File: src/common/mevd_pkg.sv
// ----------------------------------------
// motion event detector constants
// ----------------------------------------
package mevd_pkg;
  // timing: the millisecond base is derived from the mclk period
  localparam int MCLK_PERIOD_NS = 100;
  localparam int MS_NS = 1000000;
  localparam int MS_CYCLES = (MS_NS + MCLK_PERIOD_NS - 1) / MCLK_PERIOD_NS;
  localparam logic [11:0] HOLD_STEP_MS = 12'h200;
  // register indices (byte address is four times the index)
  localparam logic [5:0] A_RO_LAST = 6'h0E;
  localparam logic [5:0] A_STATUS = 6'h09;
  localparam logic [5:0] A_EVENT = 6'h0C;
  localparam logic [5:0] A_RANGE = 6'h0F;
  localparam logic [5:0] A_SOFTRST = 6'h14;
  localparam logic [5:0] A_INTEN0 = 6'h16;
  localparam logic [5:0] A_INTEN1 = 6'h17;
  localparam logic [5:0] A_INTCTL = 6'h21;
  localparam logic [5:0] A_FF_DUR = 6'h22;
  localparam logic [5:0] A_FF_THR = 6'h23;
  localparam logic [5:0] A_HYST = 6'h24;
  localparam logic [5:0] A_SH_DUR = 6'h25;
  localparam logic [5:0] A_SH_THR = 6'h26;
  localparam logic [5:0] A_TILT = 6'h2D;
  localparam logic [5:0] A_FLAT_TH = 6'h2E;
  localparam logic [5:0] A_FLAT_HOLD = 6'h2F;
  // field positions
  localparam int FLAT_EN_BIT = 7;
  localparam int FF_EN_BIT = 3;
  localparam int FF_MODE_BIT = 2;
  localparam int RST_INT_BIT = 7;
  localparam int FLAT_HOLD_LSB = 4;
  // scaling: 7.81 mg and 125 mg expressed in 2g-range counts
  localparam int THR_SHIFT = 1;
  localparam int HY_SHIFT = 5;
  localparam int FLAT_DIV = 8;
  localparam int FLAT_DIV_SQ = FLAT_DIV * FLAT_DIV;
  localparam logic [7:0] CFG_RESET = 8'h00;
endpackage

File: src/core/mevd_top.sv
`timescale 1ns/1ps
module mevd_top #(
  parameter int MS_CYCLES = mevd_pkg::MS_CYCLES
) (
  input wire logic mclk,
  input wire logic rst_n,
  input wire logic [5:0] avs_address,
  input wire logic avs_read,
  input wire logic avs_write,
  input wire logic [31:0] avs_writedata,
  input wire logic [3:0] avs_byteenable,
  output logic [31:0] avs_readdata,
  output logic avs_waitrequest,
  input wire logic sample_valid,
  input wire logic [9:0] acc_x,
  input wire logic [9:0] acc_y,
  input wire logic [9:0] acc_z
);
  // ----------------------------------------
  // bus slave
  // ----------------------------------------
  logic ack_reg;
  logic [31:0] readdata_reg;
  logic [7:0] rd_next;
  logic wr_go;
  logic rst_int_go;
  logic [7:0] inten0_reg;
  logic [3:0] inten1_reg;
  logic [7:0] ff_dur_reg;
  logic [7:0] ff_thr_reg;
  logic [7:0] hyst_reg;
  logic [7:0] sh_dur_reg;
  logic [7:0] sh_thr_reg;
  logic [5:0] tilt_reg;
  logic [5:0] flat_th_reg;
  logic [1:0] flat_hold_reg;
  logic [1:0] range_reg;
  logic latch_reg;
  logic flat_int_reg;
  logic flat_state_reg;
  logic ff_int_reg;
  logic shock_int_reg;
  logic [2:0] first_reg;
  logic sign_reg;

  // one wait state: request seen, answered on the following edge
  always_ff @(posedge mclk or negedge rst_n)
  begin
    if (!rst_n)
      ack_reg <= 1'b0;
    else
      ack_reg <= (avs_read | avs_write) & ~ack_reg;
  end
  assign avs_waitrequest = (avs_read | avs_write) & ~ack_reg;
  assign avs_readdata = readdata_reg;
  // writes below 0x0F never reach storage
  assign wr_go = avs_write & ack_reg & avs_byteenable[0] & (avs_address > mevd_pkg::A_RO_LAST);
  assign rst_int_go = wr_go & (avs_address == mevd_pkg::A_INTCTL)
    & avs_writedata[mevd_pkg::RST_INT_BIT];

  // configuration store; only defined bits are kept
  always_ff @(posedge mclk or negedge rst_n)
  begin
    if (!rst_n)
    begin
      inten0_reg <= mevd_pkg::CFG_RESET;
      inten1_reg <= 4'h0;
      ff_dur_reg <= mevd_pkg::CFG_RESET;
      ff_thr_reg <= mevd_pkg::CFG_RESET;
      hyst_reg <= mevd_pkg::CFG_RESET;
      sh_dur_reg <= mevd_pkg::CFG_RESET;
      sh_thr_reg <= mevd_pkg::CFG_RESET;
      tilt_reg <= 6'h00;
      flat_th_reg <= 6'h00;
      flat_hold_reg <= 2'h0;
      range_reg <= 2'h0;
      latch_reg <= 1'b0;
    end
    else if (wr_go && avs_address == mevd_pkg::A_SOFTRST)
    begin
      // soft reset restores every setting
      inten0_reg <= mevd_pkg::CFG_RESET;
      inten1_reg <= 4'h0;
      ff_dur_reg <= mevd_pkg::CFG_RESET;
      ff_thr_reg <= mevd_pkg::CFG_RESET;
      hyst_reg <= mevd_pkg::CFG_RESET;
      sh_dur_reg <= mevd_pkg::CFG_RESET;
      sh_thr_reg <= mevd_pkg::CFG_RESET;
      tilt_reg <= 6'h00;
      flat_th_reg <= 6'h00;
      flat_hold_reg <= 2'h0;
      range_reg <= 2'h0;
      latch_reg <= 1'b0;
    end
    else if (wr_go)
    begin
      case (avs_address)
        mevd_pkg::A_RANGE: range_reg <= avs_writedata[1:0];
        mevd_pkg::A_INTEN0: inten0_reg <= avs_writedata[7:0] & 8'h80;
        mevd_pkg::A_INTEN1: inten1_reg <= avs_writedata[3:0];
        mevd_pkg::A_INTCTL: latch_reg <= avs_writedata[0];
        mevd_pkg::A_FF_DUR: ff_dur_reg <= avs_writedata[7:0];
        mevd_pkg::A_FF_THR: ff_thr_reg <= avs_writedata[7:0];
        mevd_pkg::A_HYST: hyst_reg <= avs_writedata[7:0] & 8'hC7;
        mevd_pkg::A_SH_DUR: sh_dur_reg <= avs_writedata[7:0];
        mevd_pkg::A_SH_THR: sh_thr_reg <= avs_writedata[7:0];
        mevd_pkg::A_TILT: tilt_reg <= avs_writedata[5:0];
        mevd_pkg::A_FLAT_TH: flat_th_reg <= avs_writedata[5:0];
        mevd_pkg::A_FLAT_HOLD: flat_hold_reg <= avs_writedata[5:4];
        default: ;
      endcase
    end
  end

  // read mux; action bits and unmapped words read zero
  always_comb
  begin
    case (avs_address)
      mevd_pkg::A_STATUS: rd_next = {flat_int_reg, 5'h00, shock_int_reg, ff_int_reg};
      mevd_pkg::A_EVENT: rd_next = {flat_state_reg, 3'h0, sign_reg, first_reg};
      mevd_pkg::A_RANGE: rd_next = {6'h00, range_reg};
      mevd_pkg::A_INTEN0: rd_next = inten0_reg;
      mevd_pkg::A_INTEN1: rd_next = {4'h0, inten1_reg};
      mevd_pkg::A_INTCTL: rd_next = {7'h00, latch_reg};
      mevd_pkg::A_FF_DUR: rd_next = ff_dur_reg;
      mevd_pkg::A_FF_THR: rd_next = ff_thr_reg;
      mevd_pkg::A_HYST: rd_next = hyst_reg;
      mevd_pkg::A_SH_DUR: rd_next = sh_dur_reg;
      mevd_pkg::A_SH_THR: rd_next = sh_thr_reg;
      mevd_pkg::A_TILT: rd_next = {2'h0, tilt_reg};
      mevd_pkg::A_FLAT_TH: rd_next = {2'h0, flat_th_reg};
      mevd_pkg::A_FLAT_HOLD: rd_next = {2'h0, flat_hold_reg, 4'h0};
      default: rd_next = 8'h00;
    endcase
  end

  always_ff @(posedge mclk or negedge rst_n)
  begin
    if (!rst_n)
      readdata_reg <= 32'h00000000;
    else if (avs_read && !ack_reg)
      readdata_reg <= {24'h000000, rd_next};
  end

  // ----------------------------------------
  // millisecond time base
  // ----------------------------------------
  logic [15:0] ms_cnt_reg;
  logic ms_tick;

  assign ms_tick = (ms_cnt_reg == 16'(MS_CYCLES - 1));
  always_ff @(posedge mclk or negedge rst_n)
  begin
    if (!rst_n)
      ms_cnt_reg <= 16'h0000;
    else if (ms_tick)
      ms_cnt_reg <= 16'h0000;
    else
      ms_cnt_reg <= ms_cnt_reg + 16'h0001;
  end

  // ----------------------------------------
  // magnitudes
  // ----------------------------------------
  function automatic logic [9:0] mevd_abs(input logic [9:0] v);
    return v[9] ? 10'(-v) : v;
  endfunction

  logic [9:0] mag [3];
  logic [12:0] mg [3];
  logic [14:0] mg_sum;
  assign mag[0] = mevd_abs(acc_x);
  assign mag[1] = mevd_abs(acc_y);
  assign mag[2] = mevd_abs(acc_z);
  // free-fall works in 2g-range counts, so coarse ranges shift up
  assign mg[0] = 13'(mag[0]) << range_reg;
  assign mg[1] = 13'(mag[1]) << range_reg;
  assign mg[2] = 13'(mag[2]) << range_reg;
  assign mg_sum = 15'(mg[0]) + 15'(mg[1]) + 15'(mg[2]);

  // ----------------------------------------
  // flat detector
  // ----------------------------------------
  logic [26:0] flat_lhs;
  logic [26:0] flat_rhs;
  logic flat_now;
  logic flat_cand_reg;
  logic [11:0] flat_ms_reg;
  logic [11:0] flat_target;
  logic flat_gen;

  // squares avoid a square root: (x^2+y^2)*64 < theta*z^2
  assign flat_lhs = (27'(mag[0]) * 27'(mag[0]) + 27'(mag[1]) * 27'(mag[1]))
    * 27'(mevd_pkg::FLAT_DIV_SQ);
  assign flat_rhs = 27'(flat_th_reg) * 27'(mag[2]) * 27'(mag[2]);
  assign flat_now = flat_lhs < flat_rhs;

  // settle time is not linear in the select code
  always_comb
  begin
    case (flat_hold_reg)
      2'h1: flat_target = mevd_pkg::HOLD_STEP_MS;
      2'h2: flat_target = 12'(mevd_pkg::HOLD_STEP_MS << 1);
      2'h3: flat_target = 12'(mevd_pkg::HOLD_STEP_MS << 2);
      default: flat_target = 12'h000;
    endcase
  end

  // stable time restarts whenever the candidate value flips
  always_ff @(posedge mclk or negedge rst_n)
  begin
    if (!rst_n)
    begin
      flat_cand_reg <= 1'b0;
      flat_ms_reg <= 12'h000;
    end
    else if (sample_valid && flat_now != flat_cand_reg)
    begin
      flat_cand_reg <= flat_now;
      flat_ms_reg <= 12'h000;
    end
    else if (ms_tick && flat_ms_reg != 12'hFFF)
      flat_ms_reg <= flat_ms_reg + 12'h001;
  end

  // no new event while one persists, which freezes the state bit
  assign flat_gen = sample_valid & inten0_reg[mevd_pkg::FLAT_EN_BIT] & ~flat_int_reg
    & (flat_now != flat_state_reg)
    & ((flat_hold_reg == 2'h0)
    | ((flat_now == flat_cand_reg) & (flat_ms_reg >= flat_target)));

  always_ff @(posedge mclk or negedge rst_n)
  begin
    if (!rst_n)
    begin
      flat_int_reg <= 1'b0;
      flat_state_reg <= 1'b0;
    end
    else
    begin
      // non-latched: gone one sample later; latched: until reset_int
      if ((sample_valid && !latch_reg) || rst_int_go)
        flat_int_reg <= 1'b0;
      if (flat_gen)
      begin
        flat_int_reg <= 1'b1;
        flat_state_reg <= flat_now;
      end
    end
  end

  // ----------------------------------------
  // free-fall detector
  // ----------------------------------------
  logic [14:0] ff_thr;
  logic [14:0] ff_rel;
  logic ff_below;
  logic ff_above;
  logic ff_cond_reg;
  logic [10:0] ff_ms_reg;
  logic [10:0] ff_target;
  logic ff_gen;

  assign ff_thr = 15'(ff_thr_reg) << mevd_pkg::THR_SHIFT;
  assign ff_rel = ff_thr + (15'(hyst_reg[1:0]) << mevd_pkg::HY_SHIFT);
  assign ff_below = hyst_reg[mevd_pkg::FF_MODE_BIT] ? (mg_sum < ff_thr)
    : ((15'(mg[0]) < ff_thr) & (15'(mg[1]) < ff_thr) & (15'(mg[2]) < ff_thr));
  assign ff_above = hyst_reg[mevd_pkg::FF_MODE_BIT] ? (mg_sum > ff_rel)
    : ((15'(mg[0]) > ff_rel) | (15'(mg[1]) > ff_rel) | (15'(mg[2]) > ff_rel));
  assign ff_target = 11'((11'(ff_dur_reg) + 11'h001) << 1);

  always_ff @(posedge mclk or negedge rst_n)
  begin
    if (!rst_n)
    begin
      ff_cond_reg <= 1'b0;
      ff_ms_reg <= 11'h000;
    end
    else
    begin
      if (sample_valid)
        ff_cond_reg <= ff_below;
      // a tick landing on a sample edge still counts
      if (sample_valid && !ff_below)
        ff_ms_reg <= 11'h000;
      else if (ms_tick && ff_cond_reg && ff_ms_reg != 11'h7FF)
        ff_ms_reg <= ff_ms_reg + 11'h001;
    end
  end

  assign ff_gen = sample_valid & inten1_reg[mevd_pkg::FF_EN_BIT] & ~ff_int_reg
    & ff_below & (ff_ms_reg >= ff_target);

  always_ff @(posedge mclk or negedge rst_n)
  begin
    if (!rst_n)
      ff_int_reg <= 1'b0;
    else if (ff_gen)
      ff_int_reg <= 1'b1;
    else if ((sample_valid && !latch_reg && ff_above) || rst_int_go)
      ff_int_reg <= 1'b0;
  end

  // ----------------------------------------
  // shock detector
  // ----------------------------------------
  logic [10:0] sh_thr;
  logic [10:0] sh_hy;
  logic [2:0] sh_over;
  logic sh_under;
  logic sh_cond_reg;
  logic rel_cond_reg;
  logic [10:0] sh_ms_reg;
  logic [10:0] rel_ms_reg;
  logic [10:0] sh_target;
  logic [2:0] sh_first;
  logic sh_gen;
  logic sh_drop;

  // raw counts already carry the range, so no shift here
  assign sh_thr = 11'(sh_thr_reg) << mevd_pkg::THR_SHIFT;
  assign sh_hy = 11'(hyst_reg[7:6]) << mevd_pkg::HY_SHIFT;
  assign sh_target = 11'((11'(sh_dur_reg) + 11'h001) << 1);

  // a negative release level can never be undercut
  always_comb
  begin
    sh_under = (sh_thr > sh_hy);
    for (int i = 0; i < 3; i++)
    begin
      sh_over[i] = inten1_reg[i] & (11'(mag[i]) > sh_thr);
      if (inten1_reg[i] && 11'(mag[i]) >= 11'(sh_thr - sh_hy))
        sh_under = 1'b0;
    end
  end
  assign sh_first = sh_over & 3'(-sh_over);

  always_ff @(posedge mclk or negedge rst_n)
  begin
    if (!rst_n)
    begin
      sh_cond_reg <= 1'b0;
      rel_cond_reg <= 1'b0;
      sh_ms_reg <= 11'h000;
      rel_ms_reg <= 11'h000;
    end
    else
    begin
      if (sample_valid)
      begin
        sh_cond_reg <= |sh_over;
        rel_cond_reg <= sh_under;
      end
      // ticks on a sample edge are kept; only a broken condition restarts
      if (sample_valid && ~|sh_over)
        sh_ms_reg <= 11'h000;
      else if (ms_tick && sh_cond_reg && sh_ms_reg != 11'h7FF)
        sh_ms_reg <= sh_ms_reg + 11'h001;
      if (sample_valid && !sh_under)
        rel_ms_reg <= 11'h000;
      else if (ms_tick && rel_cond_reg && rel_ms_reg != 11'h7FF)
        rel_ms_reg <= rel_ms_reg + 11'h001;
    end
  end

  assign sh_gen = sample_valid & ~shock_int_reg & (|sh_over) & (sh_ms_reg >= sh_target);
  assign sh_drop = sample_valid & ~latch_reg & sh_under & (rel_ms_reg >= sh_target);

  // axis flags live and die with the status bit
  always_ff @(posedge mclk or negedge rst_n)
  begin
    if (!rst_n)
    begin
      shock_int_reg <= 1'b0;
      first_reg <= 3'h0;
      sign_reg <= 1'b0;
    end
    else if (sh_gen)
    begin
      shock_int_reg <= 1'b1;
      first_reg <= sh_first;
      sign_reg <= sh_first[0] ? acc_x[9] : (sh_first[1] ? acc_y[9] : acc_z[9]);
    end
    else if (sh_drop || rst_int_go)
    begin
      shock_int_reg <= 1'b0;
      first_reg <= 3'h0;
      sign_reg <= 1'b0;
    end
  end
endmodule // mevd_top

File: config.mk
export PLATFORM = sky130hd
export DESIGN_NAME = mevd_top
export DESIGN_NICKNAME = d
export VERILOG_FILES = /design/src/common/mevd_pkg.sv /design/src/core/mevd_top.sv
export SDC_FILE = /design/constraint.sdc
export NUM_CORES = 1
export LEC_CHECK = 0
export BUFFER_PORTS_ARGS = -buffer_cell sky130_fd_sc_hd__buf_2
export CAP_MARGIN = 20
export CORE_UTILIZATION = 30
export DETAILED_ROUTE_END_ITERATION = 10
export PLACE_DENSITY_LB_ADDON = 0.08
export RECOVER_POWER = 25
export SETUP_SLACK_MARGIN = 0.1
export SLEW_MARGIN = 20
export SYNTH_ARGS = -nofsm -noshare
export SYNTH_HDL_FRONTEND = slang
export SYNTH_SLANG_ARGS = --single-unit
File: constraint.sdc
create_clock -name mclk -period 15.35 [get_ports mclk]
set_clock_uncertainty 0.2 [all_clocks]
set_input_delay 2.3025 -clock mclk [delete_from_list [all_inputs] [get_ports mclk]]
set_output_delay 2.3025 -clock mclk [all_outputs]
set_load 0.05 [all_outputs]
==> impl_metrics.csv <==
group,metric,value,unit
outcome,violations,"capacitance limit, slew limit",
drt,first_pass_iters,5,
placed_design,routabilityCongestion,0.8577,
logic_synthesis,synth_flop_cell,"dfrtp_1",
clock_tree,cts_buffers,17,
drt,viasPerCell,5.008,
drt,vias,19590,
sta,finalMaxSlewViolations,84,
outcome,status,"complete, but fails checks",
sta,period_needed,14.16,ns
final_layout,diodes,0,
sta,slew_headroom,-2.123,
clock_tree,clk_latency,0.43,ns
logic_synthesis,synth.distinct_cells,92,
clock_tree,clk_pin_slew,0.06,ns
clock_tree,htree_levels,4,
floorplan,initial_core_util,0.3051,
final_layout,fin_util,0.3324,
setup_path,critical-path-slowest-cell,"fa_1",
placed_design,hpwlAfterDp,62000,µm
sta,finalSetupViolations,0,
sta,final_hold_viol_count,0,
placed_design,io_buffers,58,
sta,post-route-period-util,0.9225,
logic_synthesis,synth_cells,2784,
setup_path,cp_num_buf_inv,8,
sta,setup_tns,0,ns
setup_path,crit_path_end_kind,"flop",
logic_synthesis,syn_area,0.02473,mm²
logic_synthesis,ys_seq_elements,141,
drt,wl_per_cell,19.39,µm
grt,grt_usage,0.1884,
sta,fmax,0.07062,GHz
setup_path,critPathTopFamily,"adder cells",
drt,first_iter_violations,1071,
setup_path,worstPathRequired,15.49,ns
final_layout,drive_gt1_frac,0.06945,
job,max-cap-violations,1,
drt,wl,75830,µm
logic_synthesis,avgSynthCellArea,8.883,µm²
grt,grt_max_degree,84,
setup_path,worstPathArrival,14.30,ns
floorplan,io_pins,110,
setup_path,cp-start-kind,"primary input",
grt,grt.overflow.total,0,
clock_tree,clk_path_buf_depth,2,
setup_path,max_stage_delay,0.55,ns
sta,holdWs,0.2595,ns
floorplan,die-area,0.08358,mm²
logic_synthesis,async_flop_share,1.000,
floorplan,die_w,289.1,µm
sta,max_slew.worst_pin.slew,4.685,ns
grt,grt_pass1_wl,121000,µm
floorplan,num_rows,104,
clock_tree,cts_setup_buffers,0,
clock_tree,cts.sinks,141,
setup_path,path_class,"in2reg",
grt,antenna_found_initial,2,
drt,ant_nets,0,
min_path,hp-class,"reg2reg",
sta,rsz0062_at_grt,"false",
logic_synthesis,seq_area_frac_synth,0.1427,
drt,drc,0,
grt,grt_pass1_vias,20330,
logic_synthesis,yosys_warnings,0,
final_layout,area_growth,8.970,%
clock_tree,tritoncts,"done",
final_layout,nets,3537,
clock_tree,root_buffer,"clkbuf_16",
floorplan,die_y,289.1,µm
final_layout,largest_reg_flops,16,
setup_path,cpMostUsedCell,"fa_1",
floorplan,core,0.08107,mm²
setup_path,crit_fanout,12,
logic_synthesis,synth_edf_count,0,
==> synth_stat cells (6+ instances only) <==
cell,number,share of area
a211oi_1,15,0.0046
a21boi_0,10,0.0030
a21o_1,38,0.012
a21oi_1,76,0.015
a221oi_1,9,0.0032
a22o_1,7,0.0025
a22oi_1,9,0.0027
a31oi_1,10,0.0025
and2_1,66,0.017
and3_1,19,0.0048
and4_1,11,0.0039
buf_4,24,0.0073
clkbuf_1,72,0.011
dfrtp_1,141,0.14
fa_1,287,0.23
ha_1,335,0.17
inv_1,368,0.056
mux2i_1,76,0.031
nand2_1,222,0.034
nand2b_1,28,0.0071
nand3_1,47,0.0095
nand4_1,29,0.0073
nor2_1,300,0.046
nor2_2,10,0.0025
nor2b_1,26,0.0066
nor3_1,66,0.013
nor4_1,23,0.0058
nor4b_1,7,0.0025
o2111ai_1,6,0.0021
o211ai_1,14,0.0042
o21a_1,29,0.0088
o21ai_0,80,0.016
o21bai_1,10,0.0030
o22ai_1,10,0.0025
o31ai_1,12,0.0036
or2_2,12,0.0030
or3_1,12,0.0030
xnor2_1,76,0.027
xor2_1,78,0.028
==> layout make-up <==
| class | instances | area, µm² |
|---|---|---|
| Clock buffer | 20 | 456.7 |
| Clock inverter | 12 | 135.1 |
| Fill cell | 8467 | 54120 |
| Inverter | 373 | 1406 |
| Multi-Input combinational cell | 2200 | 19450 |
| Sequential cell | 141 | 3530 |
| Tap cell | 1060 | 1326 |
| Timing Repair Buffer | 105 | 640.6 |
==> placed cells by master (no fill, tap or decap), types with 26 or more instances in the layout <==
master    netlist  layout
a21o_1         38      38
a21oi_1        76      76
and2_1         66      66
buf_2           2      56
buf_4          24      47
conb_1          2      38
dfrtp_1       141     140
fa_1          287     287
ha_1          335     335
inv_1         368     367
mux2i_1        76      76
nand2_1       222     222
nand2b_1       28      28
nand3_1        47      47
nand4_1        29      29
nor2_1        300     300
nor2b_1        26      26
nor3_1         66      63
o21a_1         29      29
o21ai_0        80      80
xnor2_1        76      74
xor2_1         78      78
==> cells by family (layout without fill, tap and decap cells) <==
| group | count (synthesis) | in the layout | synth area share |
|---|---|---|---|
| AND/OR/NAND/NOR | 904 | 904 | 0.1751 |
| adder cells (fa/ha/maj) | 622 | 622 | 0.4018 |
| buffers and inverters | 479 | 510 | 0.07807 |
| AO/OA/AOI/OAI | 398 | 398 | 0.1110 |
| XOR/XNOR | 158 | 158 | 0.05808 |
| flip-flops | 141 | 141 | 0.1427 |
| multiplexers | 80 | 80 | 0.03304 |
| other | 2 | 38 | 0.0003037 |
==> timing repair <==
action / 4_1_cts / 5_1_grt
resized for setup: 0 / 2
hold buffers: 0 / 0
setup endpoints to repair: 0 / 12
==> worst reg2reg max path, delay by kind of cell, from the launching register on <==
| kind | cells | cell delay, ns |
|---|---|---|
| AO/OA/AOI/OAI | 14 | 3.42 |
| buffers and inverters | 4 | 0.20 |
| XOR/XNOR | 2 | 0.71 |
| AND/OR/NAND/NOR | 7 | 1.32 |
| adder cells (fa/ha/maj) | 11 | 5.16 |
| flip-flops | 1 | 0.71 |
==> path summary, 6_finish.rpt <==
check,cells after the start,from,endpoint,slack (ns)
min in group asynchronous,1,rst_n,rel_cond_reg$_DFFE_PN0P_,3.34
setup / recovery,46,acc_z[0],flat_ms_reg[8]$_DFFE_PN0P_,1.19
max in group asynchronous,1,rst_n,range_reg[1]$_DFFE_PN0P_,8.60
hold reg to reg,1,ms_cnt_reg[0]$_DFF_PN0_,ms_cnt_reg[0]$_DFF_PN0_,0.26
hold / removal,1,ms_cnt_reg[0]$_DFF_PN0_,ms_cnt_reg[0]$_DFF_PN0_,0.26
setup reg to reg,38,flat_th_reg[4]$_DFFE_PN0P_,flat_ms_reg[8]$_DFFE_PN0P_,3.58
==> through the flow <==
step           instance area (µm²)  setup slack (ns)  std cells
6_report                     26950             1.189       3911
5_1_grt                      26950            0.2253       3911
4_1_cts                      26940            0.9150       3911
3_5_place_dp                 26350            0.4928       3879
3_3_place_gp                 26350            0.5379       3879
2_1_floorplan                24870             1.803       2820
==> metal layers <==
metal  share of wire  vias to the layer above  global-route usage  routed length [µm]
met3           0.030                       40             0.01654                2267
met4          0.0089                        0             0.02750                 674
met5               0                        -                   0                   0
li1                -                     9392                   -                   -
met1            0.49                     9828              0.2706               37320
met2            0.47                      325              0.3121               35570
Power is not shown: default switching activity piles up to over one toggle a cycle in this logic, so the estimate is an artifact.
